[src/afecs_pkg.sv]
package afecs_pkg;
    // bus geometry
    localparam int ADDR_W = 16;
    localparam int DATA_W = 32;

    // register byte offsets
    localparam logic [15:0] OFS_DIVCFG = 16'h0408;
    localparam logic [15:0] OFS_CLOCK_GATE_ENABLE_MAIN = 16'h0410;
    localparam logic [15:0] OFS_CLOCK_SOURCE_SELECT = 16'h0414;
    localparam logic [15:0] OFS_DIVKEY = 16'h0420;
    localparam logic [15:0] OFS_STATUS = 16'h0440;
    localparam logic [15:0] OFS_OSCILLATOR_UNLOCK_KEY = 16'h0a0c;
    localparam logic [15:0] OFS_OSCILLATOR_CONTROL = 16'h0a10;
    localparam logic [15:0] OFS_RSTKEY = 16'h0a5c;
    localparam logic [15:0] OFS_SLOW_OSCILLATOR_TEST = 16'h0a6c;
    localparam logic [15:0] OFS_CHOP_AND_WAKE_TIMER_CLOCK_GATE = 16'h0a70;
    localparam logic [15:0] OFS_HSOSC = 16'h20bc;

    // values after reset
    localparam logic [15:0] RST_DIVCFG = 16'h0441;
    localparam logic [15:0] RST_CLOCK_GATE_ENABLE_MAIN = 16'h01c0;
    localparam logic [3:0] RST_CLOCK_SOURCE_SELECT = 4'h0;
    localparam logic [2:0] RST_CHOP_AND_WAKE_TIMER_CLOCK_GATE = 3'h4;
    localparam logic [31:0] RST_HSOSC = 32'h0000_0034;

    // unlock value of the divider key
    localparam logic [15:0] KEY_UNLOCK = 16'ha815;

    // field positions
    localparam int DIV_LSB = 0;
    localparam int DIV_W = 6;
    localparam int SYS_SEL_LSB = 0;
    localparam int ADC_SEL_LSB = 2;
    localparam int WAKE_OFF_BIT = 1;
    localparam int CHOP_OFF_BIT = 2;
    localparam int HS32_BIT = 3;
    localparam logic [5:0] DIV_MIN = 6'h01;
    localparam logic [5:0] DIV_MAX = 6'h20;

    // avalon response codes
    localparam logic [1:0] RESP_OK = 2'h0;
    localparam logic [1:0] RESP_SLVERR = 2'h2;

    // clock source encoding shared by both select fields
    typedef enum logic [1:0] {
        SRC_FAST = 2'b00,
        SRC_XTAL = 2'b01,
        SRC_SLOW = 2'b10,
        SRC_EXT = 2'b11
    } afecs_src_t;

    // register slave states
    typedef enum logic {
        BUS_IDLE = 1'b0,
        BUS_ANSWER = 1'b1
    } afecs_bus_t;
endpackage

[src/afecs_path_if.sv]
`timescale 1ns/1ps
interface afecs_path_if;
    import afecs_pkg::*;
    logic [3:0] src_lvl;
    afecs_src_t sel;
    logic [5:0] div;
    logic clk_lvl;
    afecs_src_t active_sel;
    logic [5:0] active_div;
    modport ctrl(output src_lvl, sel, div, input clk_lvl, active_sel, active_div);
    modport path(input src_lvl, sel, div, output clk_lvl, active_sel, active_div);
endinterface

[src/afecs_clock_ctrl.sv]
// Implementation choice: the Avalon-MM slave port.
`timescale 1ns/1ps
// Summary of operation
// - wake timer clock comes from slow oscillator
// - fast oscillator offers 16 or 32 MHz
// - converter clock path is never divided
// - power-up selects fast oscillator at 16 MHz
// - system clock equals root over divide value
// - divide values above 32 act as 32
// - divide zero behaves as divide one
// - converter source field bits 3:2 encoding
// - system source field bits 1:0, reset 00
// - bit 2 stops chop clock, resets stopped
// - bit 1 stops wake timer clock, resets running
// - key register write-only, resets to zero
module afecs_clock_ctrl (
    input wire logic clk,
    input wire logic srst,
    input wire logic [afecs_pkg::ADDR_W-1:0] avs_address,
    input wire logic avs_read,
    input wire logic avs_write,
    input wire logic [afecs_pkg::DATA_W-1:0] avs_writedata,
    input wire logic [3:0] avs_byteenable,
    output logic [afecs_pkg::DATA_W-1:0] avs_readdata,
    output logic avs_waitrequest,
    output logic [1:0] avs_response,
    input wire logic fast_internal_oscillator,
    input wire logic crystal_clock,
    input wire logic slow_internal_oscillator,
    input wire logic external_clock_input_pin,
    input wire logic amp_chop_source,
    output logic system_clock,
    output logic converter_clock,
    output logic amp_chop_clock,
    output logic wake_timer_clock,
    output logic fast_osc_32m_select
);
    import afecs_pkg::*;

    // register state
    logic [15:0] system_clock_divider_config_r;
    logic [15:0] clock_gate_enable_main_r;
    logic [3:0] clock_source_select_r;
    logic [2:0] chop_and_wake_timer_clock_gate_r;
    logic [31:0] fast_oscillator_config_r;
    logic divider_unlocked_r;

    // bus slave state
    afecs_bus_t bus_st_r;
    logic [DATA_W-1:0] readdata_r;
    logic waitreq_r;
    logic [1:0] resp_r;
    logic [DATA_W-1:0] rd_nxt;
    logic hit_nxt;
    logic wr_acc;
    logic [DATA_W-1:0] bmask;
    logic [15:0] wr16;

    // synchronised source levels
    logic [4:0] pin_lvl;
    logic [3:0] src_lvl;
    logic chop_lvl;

    // gates and effective divide
    logic [5:0] system_clock_divide_field;
    logic [5:0] div_eff;
    logic chop_gate_r;
    logic wake_gate_r;
    logic amp_chop_clock_r;
    logic wake_timer_clock_r;

    afecs_path_if sys_if ();
    afecs_path_if adc_if ();

    // every source is asynchronous to clk, so all share one sync bank
    afecs_pin_sync #(
        .W(5)
    ) u_sync (
        .clk(clk),
        .srst(srst),
        .pin({amp_chop_source, external_clock_input_pin, slow_internal_oscillator,
              crystal_clock, fast_internal_oscillator}),
        .lvl(pin_lvl)
    );

    assign src_lvl = pin_lvl[3:0];
    assign chop_lvl = pin_lvl[4];

    // divide field saturates at 32 and treats zero as one
    assign system_clock_divide_field = system_clock_divider_config_r[DIV_LSB +: DIV_W];
    always_comb begin
        if (system_clock_divide_field == 6'h00) begin
            div_eff = DIV_MIN;
        end else if (system_clock_divide_field > DIV_MAX) begin
            div_eff = DIV_MAX;
        end else begin
            div_eff = system_clock_divide_field;
        end
    end

    // system clock path: selectable source with the divider
    assign sys_if.src_lvl = src_lvl;
    assign sys_if.sel = afecs_src_t'(clock_source_select_r[SYS_SEL_LSB +: 2]);
    assign sys_if.div = div_eff;

    // converter clock path: its own source field, divide pinned to one
    assign adc_if.src_lvl = src_lvl;
    assign adc_if.sel = afecs_src_t'(clock_source_select_r[ADC_SEL_LSB +: 2]);
    assign adc_if.div = DIV_MIN;

    afecs_clk_path u_sys_path (
        .clk(clk),
        .srst(srst),
        .pif(sys_if)
    );

    afecs_clk_path u_adc_path (
        .clk(clk),
        .srst(srst),
        .pif(adc_if)
    );

    // byte lane mask and the low halfword of write data with disabled lanes cleared
    assign bmask = {{8{avs_byteenable[3]}}, {8{avs_byteenable[2]}},
                    {8{avs_byteenable[1]}}, {8{avs_byteenable[0]}}};
    assign wr16 = avs_writedata[15:0] & bmask[15:0];

    // a write takes effect only on the edge where waitrequest is seen low
    assign wr_acc = (bus_st_r == BUS_ANSWER) && avs_write;

    // read mux and decode; key and foreign registers read as zero
    always_comb begin
        rd_nxt = '0;
        hit_nxt = 1'b1;
        if (avs_address == OFS_DIVCFG) begin
            rd_nxt[15:0] = system_clock_divider_config_r;
        end else if (avs_address == OFS_CLOCK_GATE_ENABLE_MAIN) begin
            rd_nxt[15:0] = clock_gate_enable_main_r;
        end else if (avs_address == OFS_CLOCK_SOURCE_SELECT) begin
            rd_nxt[3:0] = clock_source_select_r;
        end else if (avs_address == OFS_DIVKEY) begin
            rd_nxt = '0;
        end else if (avs_address == OFS_CHOP_AND_WAKE_TIMER_CLOCK_GATE) begin
            rd_nxt[2:0] = chop_and_wake_timer_clock_gate_r;
        end else if (avs_address == OFS_HSOSC) begin
            rd_nxt = fast_oscillator_config_r;
        end else if (avs_address == OFS_STATUS) begin
            rd_nxt[1:0] = sys_if.active_sel;
            rd_nxt[3:2] = adc_if.active_sel;
            rd_nxt[9:4] = sys_if.active_div;
            rd_nxt[10] = divider_unlocked_r;
            rd_nxt[11] = system_clock;
        end else if (avs_address == OFS_OSCILLATOR_UNLOCK_KEY || avs_address == OFS_OSCILLATOR_CONTROL ||
                     avs_address == OFS_RSTKEY || avs_address == OFS_SLOW_OSCILLATOR_TEST) begin
            rd_nxt = '0; // owned by the oscillator block, mapped but inert here
        end else begin
            hit_nxt = 1'b0;
        end
    end

    // one wait cycle per access keeps the read mux off the output path
    always_ff @(posedge clk) begin
        if (srst) begin
            bus_st_r <= BUS_IDLE;
            waitreq_r <= 1'b1;
            readdata_r <= '0;
            resp_r <= RESP_OK;
        end else begin
            case (bus_st_r)
                BUS_IDLE: begin
                    if (avs_read || avs_write) begin
                        bus_st_r <= BUS_ANSWER;
                        waitreq_r <= 1'b0;
                        readdata_r <= avs_read ? rd_nxt : '0;
                        resp_r <= hit_nxt ? RESP_OK : RESP_SLVERR;
                    end
                end
                BUS_ANSWER: begin
                    bus_st_r <= BUS_IDLE;
                    waitreq_r <= 1'b1;
                end
                default: begin
                    bus_st_r <= BUS_IDLE;
                    waitreq_r <= 1'b1;
                end
            endcase
        end
    end

    assign avs_readdata = readdata_r;
    assign avs_waitrequest = waitreq_r;
    assign avs_response = resp_r;

    // key lock: only a full 16-bit key write opens it, any other
    // accepted write closes it, so a stray write cannot slip through
    always_ff @(posedge clk) begin
        if (srst) begin
            divider_unlocked_r <= 1'b0;
        end else if (wr_acc) begin
            if (avs_address == OFS_DIVKEY) begin
                divider_unlocked_r <= (avs_byteenable[1:0] == 2'b11) &&
                                      (avs_writedata[15:0] == KEY_UNLOCK);
            end else begin
                divider_unlocked_r <= 1'b0;
            end
        end
    end

    // divider config: the reserved upper bits are stored as written,
    // keeping their pattern is left to software
    always_ff @(posedge clk) begin
        if (srst) begin
            system_clock_divider_config_r <= RST_DIVCFG;
        end else if (wr_acc && avs_address == OFS_DIVCFG && divider_unlocked_r) begin
            system_clock_divider_config_r <= (system_clock_divider_config_r & ~bmask[15:0])
                                             | wr16;
        end
    end

    // source select, both fields reset to the fast oscillator
    always_ff @(posedge clk) begin
        if (srst) begin
            clock_source_select_r <= RST_CLOCK_SOURCE_SELECT;
        end else if (wr_acc && avs_address == OFS_CLOCK_SOURCE_SELECT && avs_byteenable[0]) begin
            clock_source_select_r <= avs_writedata[3:0];
        end
    end

    // main clock gate register, plain storage for the wider system
    always_ff @(posedge clk) begin
        if (srst) begin
            clock_gate_enable_main_r <= RST_CLOCK_GATE_ENABLE_MAIN;
        end else if (wr_acc && avs_address == OFS_CLOCK_GATE_ENABLE_MAIN) begin
            clock_gate_enable_main_r <= (clock_gate_enable_main_r & ~bmask[15:0]) | wr16;
        end
    end

    // chop and wake timer gate bits
    always_ff @(posedge clk) begin
        if (srst) begin
            chop_and_wake_timer_clock_gate_r <= RST_CHOP_AND_WAKE_TIMER_CLOCK_GATE;
        end else if (wr_acc && avs_address == OFS_CHOP_AND_WAKE_TIMER_CLOCK_GATE && avs_byteenable[0]) begin
            chop_and_wake_timer_clock_gate_r <= avs_writedata[2:0];
        end
    end

    // fast oscillator config, one bit picks the 32 MHz setting
    always_ff @(posedge clk) begin
        if (srst) begin
            fast_oscillator_config_r <= RST_HSOSC;
        end else if (wr_acc && avs_address == OFS_HSOSC) begin
            fast_oscillator_config_r <= (fast_oscillator_config_r & ~bmask) |
                                        (avs_writedata & bmask);
        end
    end

    assign fast_osc_32m_select = fast_oscillator_config_r[HS32_BIT];

    // gate enables move only while their source is low, so a gate
    // change can never cut a high phase short
    always_ff @(posedge clk) begin
        if (srst) begin
            chop_gate_r <= 1'b0;
            wake_gate_r <= 1'b0;
        end else begin
            if (!chop_lvl) begin
                chop_gate_r <= ~chop_and_wake_timer_clock_gate_r[CHOP_OFF_BIT];
            end
            if (!src_lvl[SRC_SLOW]) begin
                wake_gate_r <= ~chop_and_wake_timer_clock_gate_r[WAKE_OFF_BIT];
            end
        end
    end

    // gated outputs, registered so the top drives only flops
    always_ff @(posedge clk) begin
        if (srst) begin
            amp_chop_clock_r <= 1'b0;
            wake_timer_clock_r <= 1'b0;
        end else begin
            amp_chop_clock_r <= chop_lvl & chop_gate_r;
            wake_timer_clock_r <= src_lvl[SRC_SLOW] & wake_gate_r;
        end
    end

    assign amp_chop_clock = amp_chop_clock_r;
    assign wake_timer_clock = wake_timer_clock_r;
    assign system_clock = sys_if.clk_lvl;
    assign converter_clock = adc_if.clk_lvl;
endmodule // afecs_clock_ctrl

[src/afecs_pin_sync.sv]
`timescale 1ns/1ps
module afecs_pin_sync #(
    parameter int W = 1
) (
    input wire logic clk,
    input wire logic srst,
    input wire logic [W-1:0] pin,
    output logic [W-1:0] lvl
);
    logic [W-1:0] s1_r;
    logic [W-1:0] s2_r;
    logic [W-1:0] s3_r;

    // three stage chain, first stage feeds only the second
    always_ff @(posedge clk) begin
        if (srst) begin
            s1_r <= '0;
            s2_r <= '0;
            s3_r <= '0;
        end else begin
            s1_r <= pin;
            s2_r <= s1_r;
            s3_r <= s2_r;
        end
    end

    // a bit changes only once stages two and three agree
    always_ff @(posedge clk) begin
        if (srst) begin
            lvl <= '0;
        end else begin
            lvl <= (s2_r & s3_r) | (lvl & (s2_r ^ s3_r));
        end
    end
endmodule // afecs_pin_sync

[src/afecs_clk_path.sv]
`timescale 1ns/1ps
module afecs_clk_path (
    input wire logic clk,
    input wire logic srst,
    afecs_path_if.path pif
);
    import afecs_pkg::*;
    afecs_src_t sel_r;
    logic [5:0] div_r;
    logic [6:0] cnt_r;
    logic prev_r;
    logic out_r;
    logic wait_r;
    logic cur;
    logic rise;
    logic edg;
    logic wrap;
    logic pend;
    logic [6:0] cnt_inc;
    logic [6:0] period;

    // edges of the selected source, period counted in half cycles
    assign cur = pif.src_lvl[sel_r];
    assign rise = cur & ~prev_r;
    assign edg = cur ^ prev_r;
    assign period = {div_r, 1'b0};
    assign cnt_inc = cnt_r + 7'h01;
    assign wrap = edg & (cnt_inc == period);
    assign pend = (pif.sel != sel_r) | (pif.div != div_r);

    // changes land only at the end of a low phase, then the output
    // stays low until the new source rises: no runt pulse either way
    always_ff @(posedge clk) begin
        if (srst) begin
            sel_r <= SRC_FAST;
            div_r <= DIV_MIN;
            cnt_r <= 7'h00;
            prev_r <= 1'b0;
            out_r <= 1'b0;
            wait_r <= 1'b1;
        end else if (wait_r) begin
            prev_r <= cur;
            if (rise) begin
                wait_r <= 1'b0;
                out_r <= 1'b1;
                cnt_r <= 7'h00;
            end
        end else if (wrap && pend) begin
            sel_r <= pif.sel;
            div_r <= pif.div;
            prev_r <= pif.src_lvl[pif.sel];
            wait_r <= 1'b1;
            out_r <= 1'b0;
            cnt_r <= 7'h00;
        end else if (edg) begin
            prev_r <= cur;
            cnt_r <= wrap ? 7'h00 : cnt_inc;
            out_r <= wrap | (cnt_inc < {1'b0, div_r});
        end
    end

    assign pif.clk_lvl = out_r;
    assign pif.active_sel = sel_r;
    assign pif.active_div = div_r;
endmodule // afecs_clk_path

[config.mk]
export PLATFORM = sky130hd
export DESIGN_NAME = afecs_clock_ctrl
export DESIGN_NICKNAME = d
export VERILOG_FILES = /design/src/afecs_pkg.sv /design/src/afecs_path_if.sv /design/src/afecs_clock_ctrl.sv /design/src/afecs_pin_sync.sv /design/src/afecs_clk_path.sv
export SDC_FILE = /design/constraint.sdc
export NUM_CORES = 1
export LEC_CHECK = 0
export ABC_AREA = 1
export CAP_MARGIN = 10
export CORE_MARGIN = 1
export CORE_UTILIZATION = 45
export DETAILED_ROUTE_END_ITERATION = 8
export DONT_BUFFER_PORTS = 1
export HOLD_SLACK_MARGIN = 0.12
export PLACE_DENSITY = 0.71
export SYNTH_ARGS = -nofsm -noshare
export SYNTH_HDL_FRONTEND = slang
export SYNTH_HIERARCHICAL = 1
export SYNTH_SLANG_ARGS = --single-unit
[constraint.sdc]
create_clock -name clk -period 2.7 [get_ports clk]
set_input_delay 0.135 -clock clk [delete_from_list [all_inputs] [get_ports clk]]
set_output_delay 0.135 -clock clk [all_outputs]
set_load 0.02 [all_outputs]
# Yosys cells after proc, flatten, opt, wreduce, memory -nomap -nowiden
# Index checks and enable logic that the tools add are counted.
[classes]
n_addsub = 2
magnitude_cmp = 7
n_eq_ne = 21
mux = 74
bitwise = 32
reduce_logical = 24
[ops]
columns = ["cell", "n"]
rows = [
  ["$mux 32", 10],
  ["$eq 16x11->1 const B", 5],
  ["$eq 16x12->1 const B", 5],
  ["$mux 7", 10],
  ["$and 32x32->32", 2],
  ["$mux 16", 4],
  ["$and 16x16->16", 3],
  ["$mux 1", 35],
  ["$not 32->32", 1],
  ["$or 16x16->16", 2],
  ["$or 32x32->32", 1],
  ["$mux 29", 1],
  ["$mux 28", 1],
  ["$mux 20", 1],
  ["$eq 16x14->1 const B", 1],
  ["$eq 16x16->1 const B", 1],
  ["$not 16->16", 1],
  ["$add 7x1->7 const B", 2],
  ["$logic_and 1x1->1", 12],
  ["$lt 2x3->1 const B", 4],
  ["$mux 12", 1],
  ["$mux 6", 2],
  ["$and 5x5->5", 2],
  ["$reduce_and 2->1", 5],
  ["23 further kinds", 48],
]
[totals]
reg_bits = 162
inputBits = 61
output_inout_bits = 40
word_cells = 189

# Depth between registers and ports, before layout
[logic_depth]
ltp_word = 16
depth_mapped = 16
depth_no_buf = 16

# Hierarchy
# Netlist, hierarchy kept.
[by_module_without_submodules]
columns = ["mod", "n_inst", "cells_per_inst", "area_per_inst_um2", "seq_area_each_um2"]
rows = [
  ["afecs_clock_ctrl", 1, 707, 5173.7, 2222.1],
  ["afecs_clk_path", 2, 215, 1341.3, 360.3],
  ["afecs_pin_sync", 1, 72, 726.9, 400.4],
]

# Least setup slack after synthesis
# OpenSTA, ideal clock, no wires.
[synth_timing]
kind = "reg-to-reg"
start = "register u_sync.lvl[0]"
end = "register u_adc_path/pif.active_div[3] (netlist name)"
setup_ps = 66
arrival_time_ps = 1890
required_ps = 2634
path_slack_ps = 744
path_stages_with_launch = 16
path_buffers = 1
synth_period_minus_slack_ps = 1956
cell_sequence = "dfxtp_1 > inv_1 > nor2_1 > inv_1 > a32oi_1 > ha_1 > inv_1 > nand4_1 > nor2_1 > nand3_1 > nor2_4 > nand3_4 > inv_2 > buf_6 > o21ai_1 > a21oi_2"
[synth_lines]
columns = ["item", "line", "source"]
rows = [
  ["start: declaration", "afecs_pin_sync.sv:8", "output logic [W-1:0] lvl"],
  ["start signal: assignment", "afecs_pin_sync.sv:32", "lvl <= (s2_r & s3_r) | (lvl & (s2_r ^ s3_r));"],
]

==> metrics.txt <==
Rows=50; outcome=completed; Core ar.=~19000 µm²; CP max stage delay=about 0.60 ns; DR DRC count=0; drt via density=approximately 5.2; crit-path leading delay family=buffers and inverters; Max IR drop VDD=0.489 mV; io pins=roughly 100; first-pass GRT wire length=about 37000 µm; aggregate global-route resource usage=between 20% and 30%; diodes inserted=0; Critical Path Start Type=flip-flop; number of synthesized flops with an enable pin=0; Post-Synthesis Cell Area=8580 µm²; LEAKAGE=between 4 and 5 nW; register area share after synthesis=around two fifths; detailed placement HPWL=14900 µm; Tot Pwr=approximately 5.3 mW; TritonCTS Buffers=17; Setup Buffers After CTS=0; GP Congestion=between 0.8 and 0.9; vias in the first global route=around 7600; Total Wirelength=about 23000 µm; post-route ant nets=0; Area contributors post-synth=dfxtp_1 (39%), nand2_1 (12%), inv_1 (8.2%); die area=between 15000 and 20000 µm²; clk_skew=0.00984 ns; yosys warns=6; ys flop type=dfxtp_1; cells after synthesis=about 1200; critical path arrival=around 2.9 ns; initial antenna violation count=0; WS Path Type=flip-flop to flip-flop; TritonCTS clock tree=yes; Port Buffer Count=0; Slew HR=49.8%; max_cap viols=0; setup tns final=0 ns; DR pass1 iterations=5; H-tree depth=4; crit-path most repeated cell=dlygate4sd3_1; routed len/inst=~15 µm; P&R area growth vs syn=19.0%; most used cells in the layout excluding fill and tap cells=nand2_1 (277), inv_1 (187), dfxtp_1 (167); die height=between 100 and 150 µm; fin crit share=a little over nine tenths; Critical Path Slowest Stage Cell=dlygate4sd3_1; asr flop ratio synth=0%; initial core utilization=~46%; Worst Hold Class=primary input to flip-flop; nets@finish=approximately 1400; clk sinks=between 150 and 200; max-slew violations=0; commonest non-fill, non-tap cell in the layout=nand2_1; Root Buffer=clkbuf_16; setup violators final=0; share of cells above drive strength 1=roughly an eighth; largest net degree at the start of global routing=slightly below 100; CP endpoint kind=flip-flop; register bit total from synthesis=around 170; Yosys top cell area share=slightly below 40%; 1st-iter DRT viols=around 450; post-synth top area cell=dfxtp_1; Tmin final=~2.5 ns; clock slew at reported path FFs=about 0.060 ns; Synth cell types=42; Fin. Hold Viols=0; Clock Latency Late Sink=~0.44 ns; overflow left after global routing=0; PwrDens=~520 nW/µm²; critical path cell sequence=nand2_2 > inv_2 > nand3_4 > o21ai_0 > dlygate4sd3_1 > a21oi_1 > dlygate4sd3_1; clk buf depth=2; Crit path required time=3.02 ns; die width=140 µm; Worst Path Buf+Inv=3; Slew @ Worst Pin=~0.75 ns; CP Max Fanout=16; f_max=between 0.3 and 0.4 GHz; via count=approximately 8000; RSZ-0062 raised after global routing=false; syn_area_per_cell=~7.1 µm²
-- layer usage --
| layer | share of wire (%) | track usage (%) | vias to the layer above |
|---|---|---|---|
| met5 | 0 | 0 | - |
| met4 | 2.7 | 10.4 | 0 |
| met3 | 5.9 | 5.68 | 39 |
| met2 | 48 | 41.3 | 234 |
| met1 | 43 | 28.4 | 3652 |
| li1 | - | - | 4049 |
-- area by class of cell --
| class | instances | area (µm²) |
|---|---|---|
| Tap cell | 234 | 293 |
| Fill cell | 1693 | 8490 |
| Sequential cell | 167 | 3340 |
| Clock inverter | 13 | 159 |
| Inverter | 199 | 754 |
| Multi-Input combinational cell | 816 | 4310 |
| Clock buffer | 19 | 443 |
| Timing Repair Buffer | 90 | 913 |
-- final timing paths --
check / start / end / cells past startpoint / slack (ns)
max: bus_st_r$_SDFF_PP0_ / flip-flop / 7 / 0.15
min reg2reg: u_sync/s1_r[3]$_SDFF_PP0_ / u_sync/s2_r[3]$_SDFF_PP0_ / 2 / 0.42
min: srst / u_adc_path/cnt_r[5]$_SDFFE_PP0P_ / 2 / 0.13
max reg2reg: bus_st_r$_SDFF_PP0_ / flip-flop / 7 / 0.15
-- cells by family after synthesis --
family	after synthesis	synth area share [%]
and+or+nand+nor	535	30.0
adders and majority gates	19	2.77
buffers and inverters	239	11.5
xor gates and xnor gates	2	0.204
DFF	167	39.0
other	2	0.0875
AOI/OAI and AO/OA	245	16.5
-- metrics by stage --
stage	hold WS [ns]	util [%]	instance area [µm²]	instances	setup slack [ns]
floorplan	0.213	-	8630	1222	0.744
global placement	0.214	46.8	8760	1423	0.549
detailed placement	0.215	46.8	8760	1423	0.442
CTS	0.130	54.6	10200	1538	0.0529
global route	0.157	54.6	10200	1538	0.0513
finish	0.131	54.6	10200	1538	0.151
-- synth_stat cells, drive strengths merged, types with 3 or more instances --
| cell type | n |
|---|---|
| o21ai | 79 |
| ha | 19 |
| a21oi | 134 |
| nor2 | 108 |
| o211ai | 14 |
| nand3 | 102 |
| o21bai | 3 |
| buf | 21 |
| nor3 | 8 |
| nand2 | 291 |
| dfxtp | 167 |
| clkbuf | 19 |
| nand4 | 22 |
| inv | 198 |
| a211oi | 10 |
-- worst register-to-register path, stage by stage, from the launching register on --
cell           delay, ns
dfxtp_1             0.41
nand2_2             0.16
inv_2               0.21
nand3_4             0.21
o21ai_0             0.24
dlygate4sd3_1       0.60
a21oi_1             0.05
dlygate4sd3_1       0.56
-- power by group --
part / internal [mW] / switching, mW / leakage, nW
clock network: 1.42 / 1.09 / 0.289
logic: 0.104 / 0.173 / 2.53
registers: 2.48 / 0.0137 / 1.35
-- what timing repair did --
item | CTS | global route
endpoints found under the hold margin | 166 | 0
endpoints found under the setup margin | 0 | 16
gates resized for setup | 0 | 3
hold buffers | 83 | 0
(Power assumes the default switching activity.)
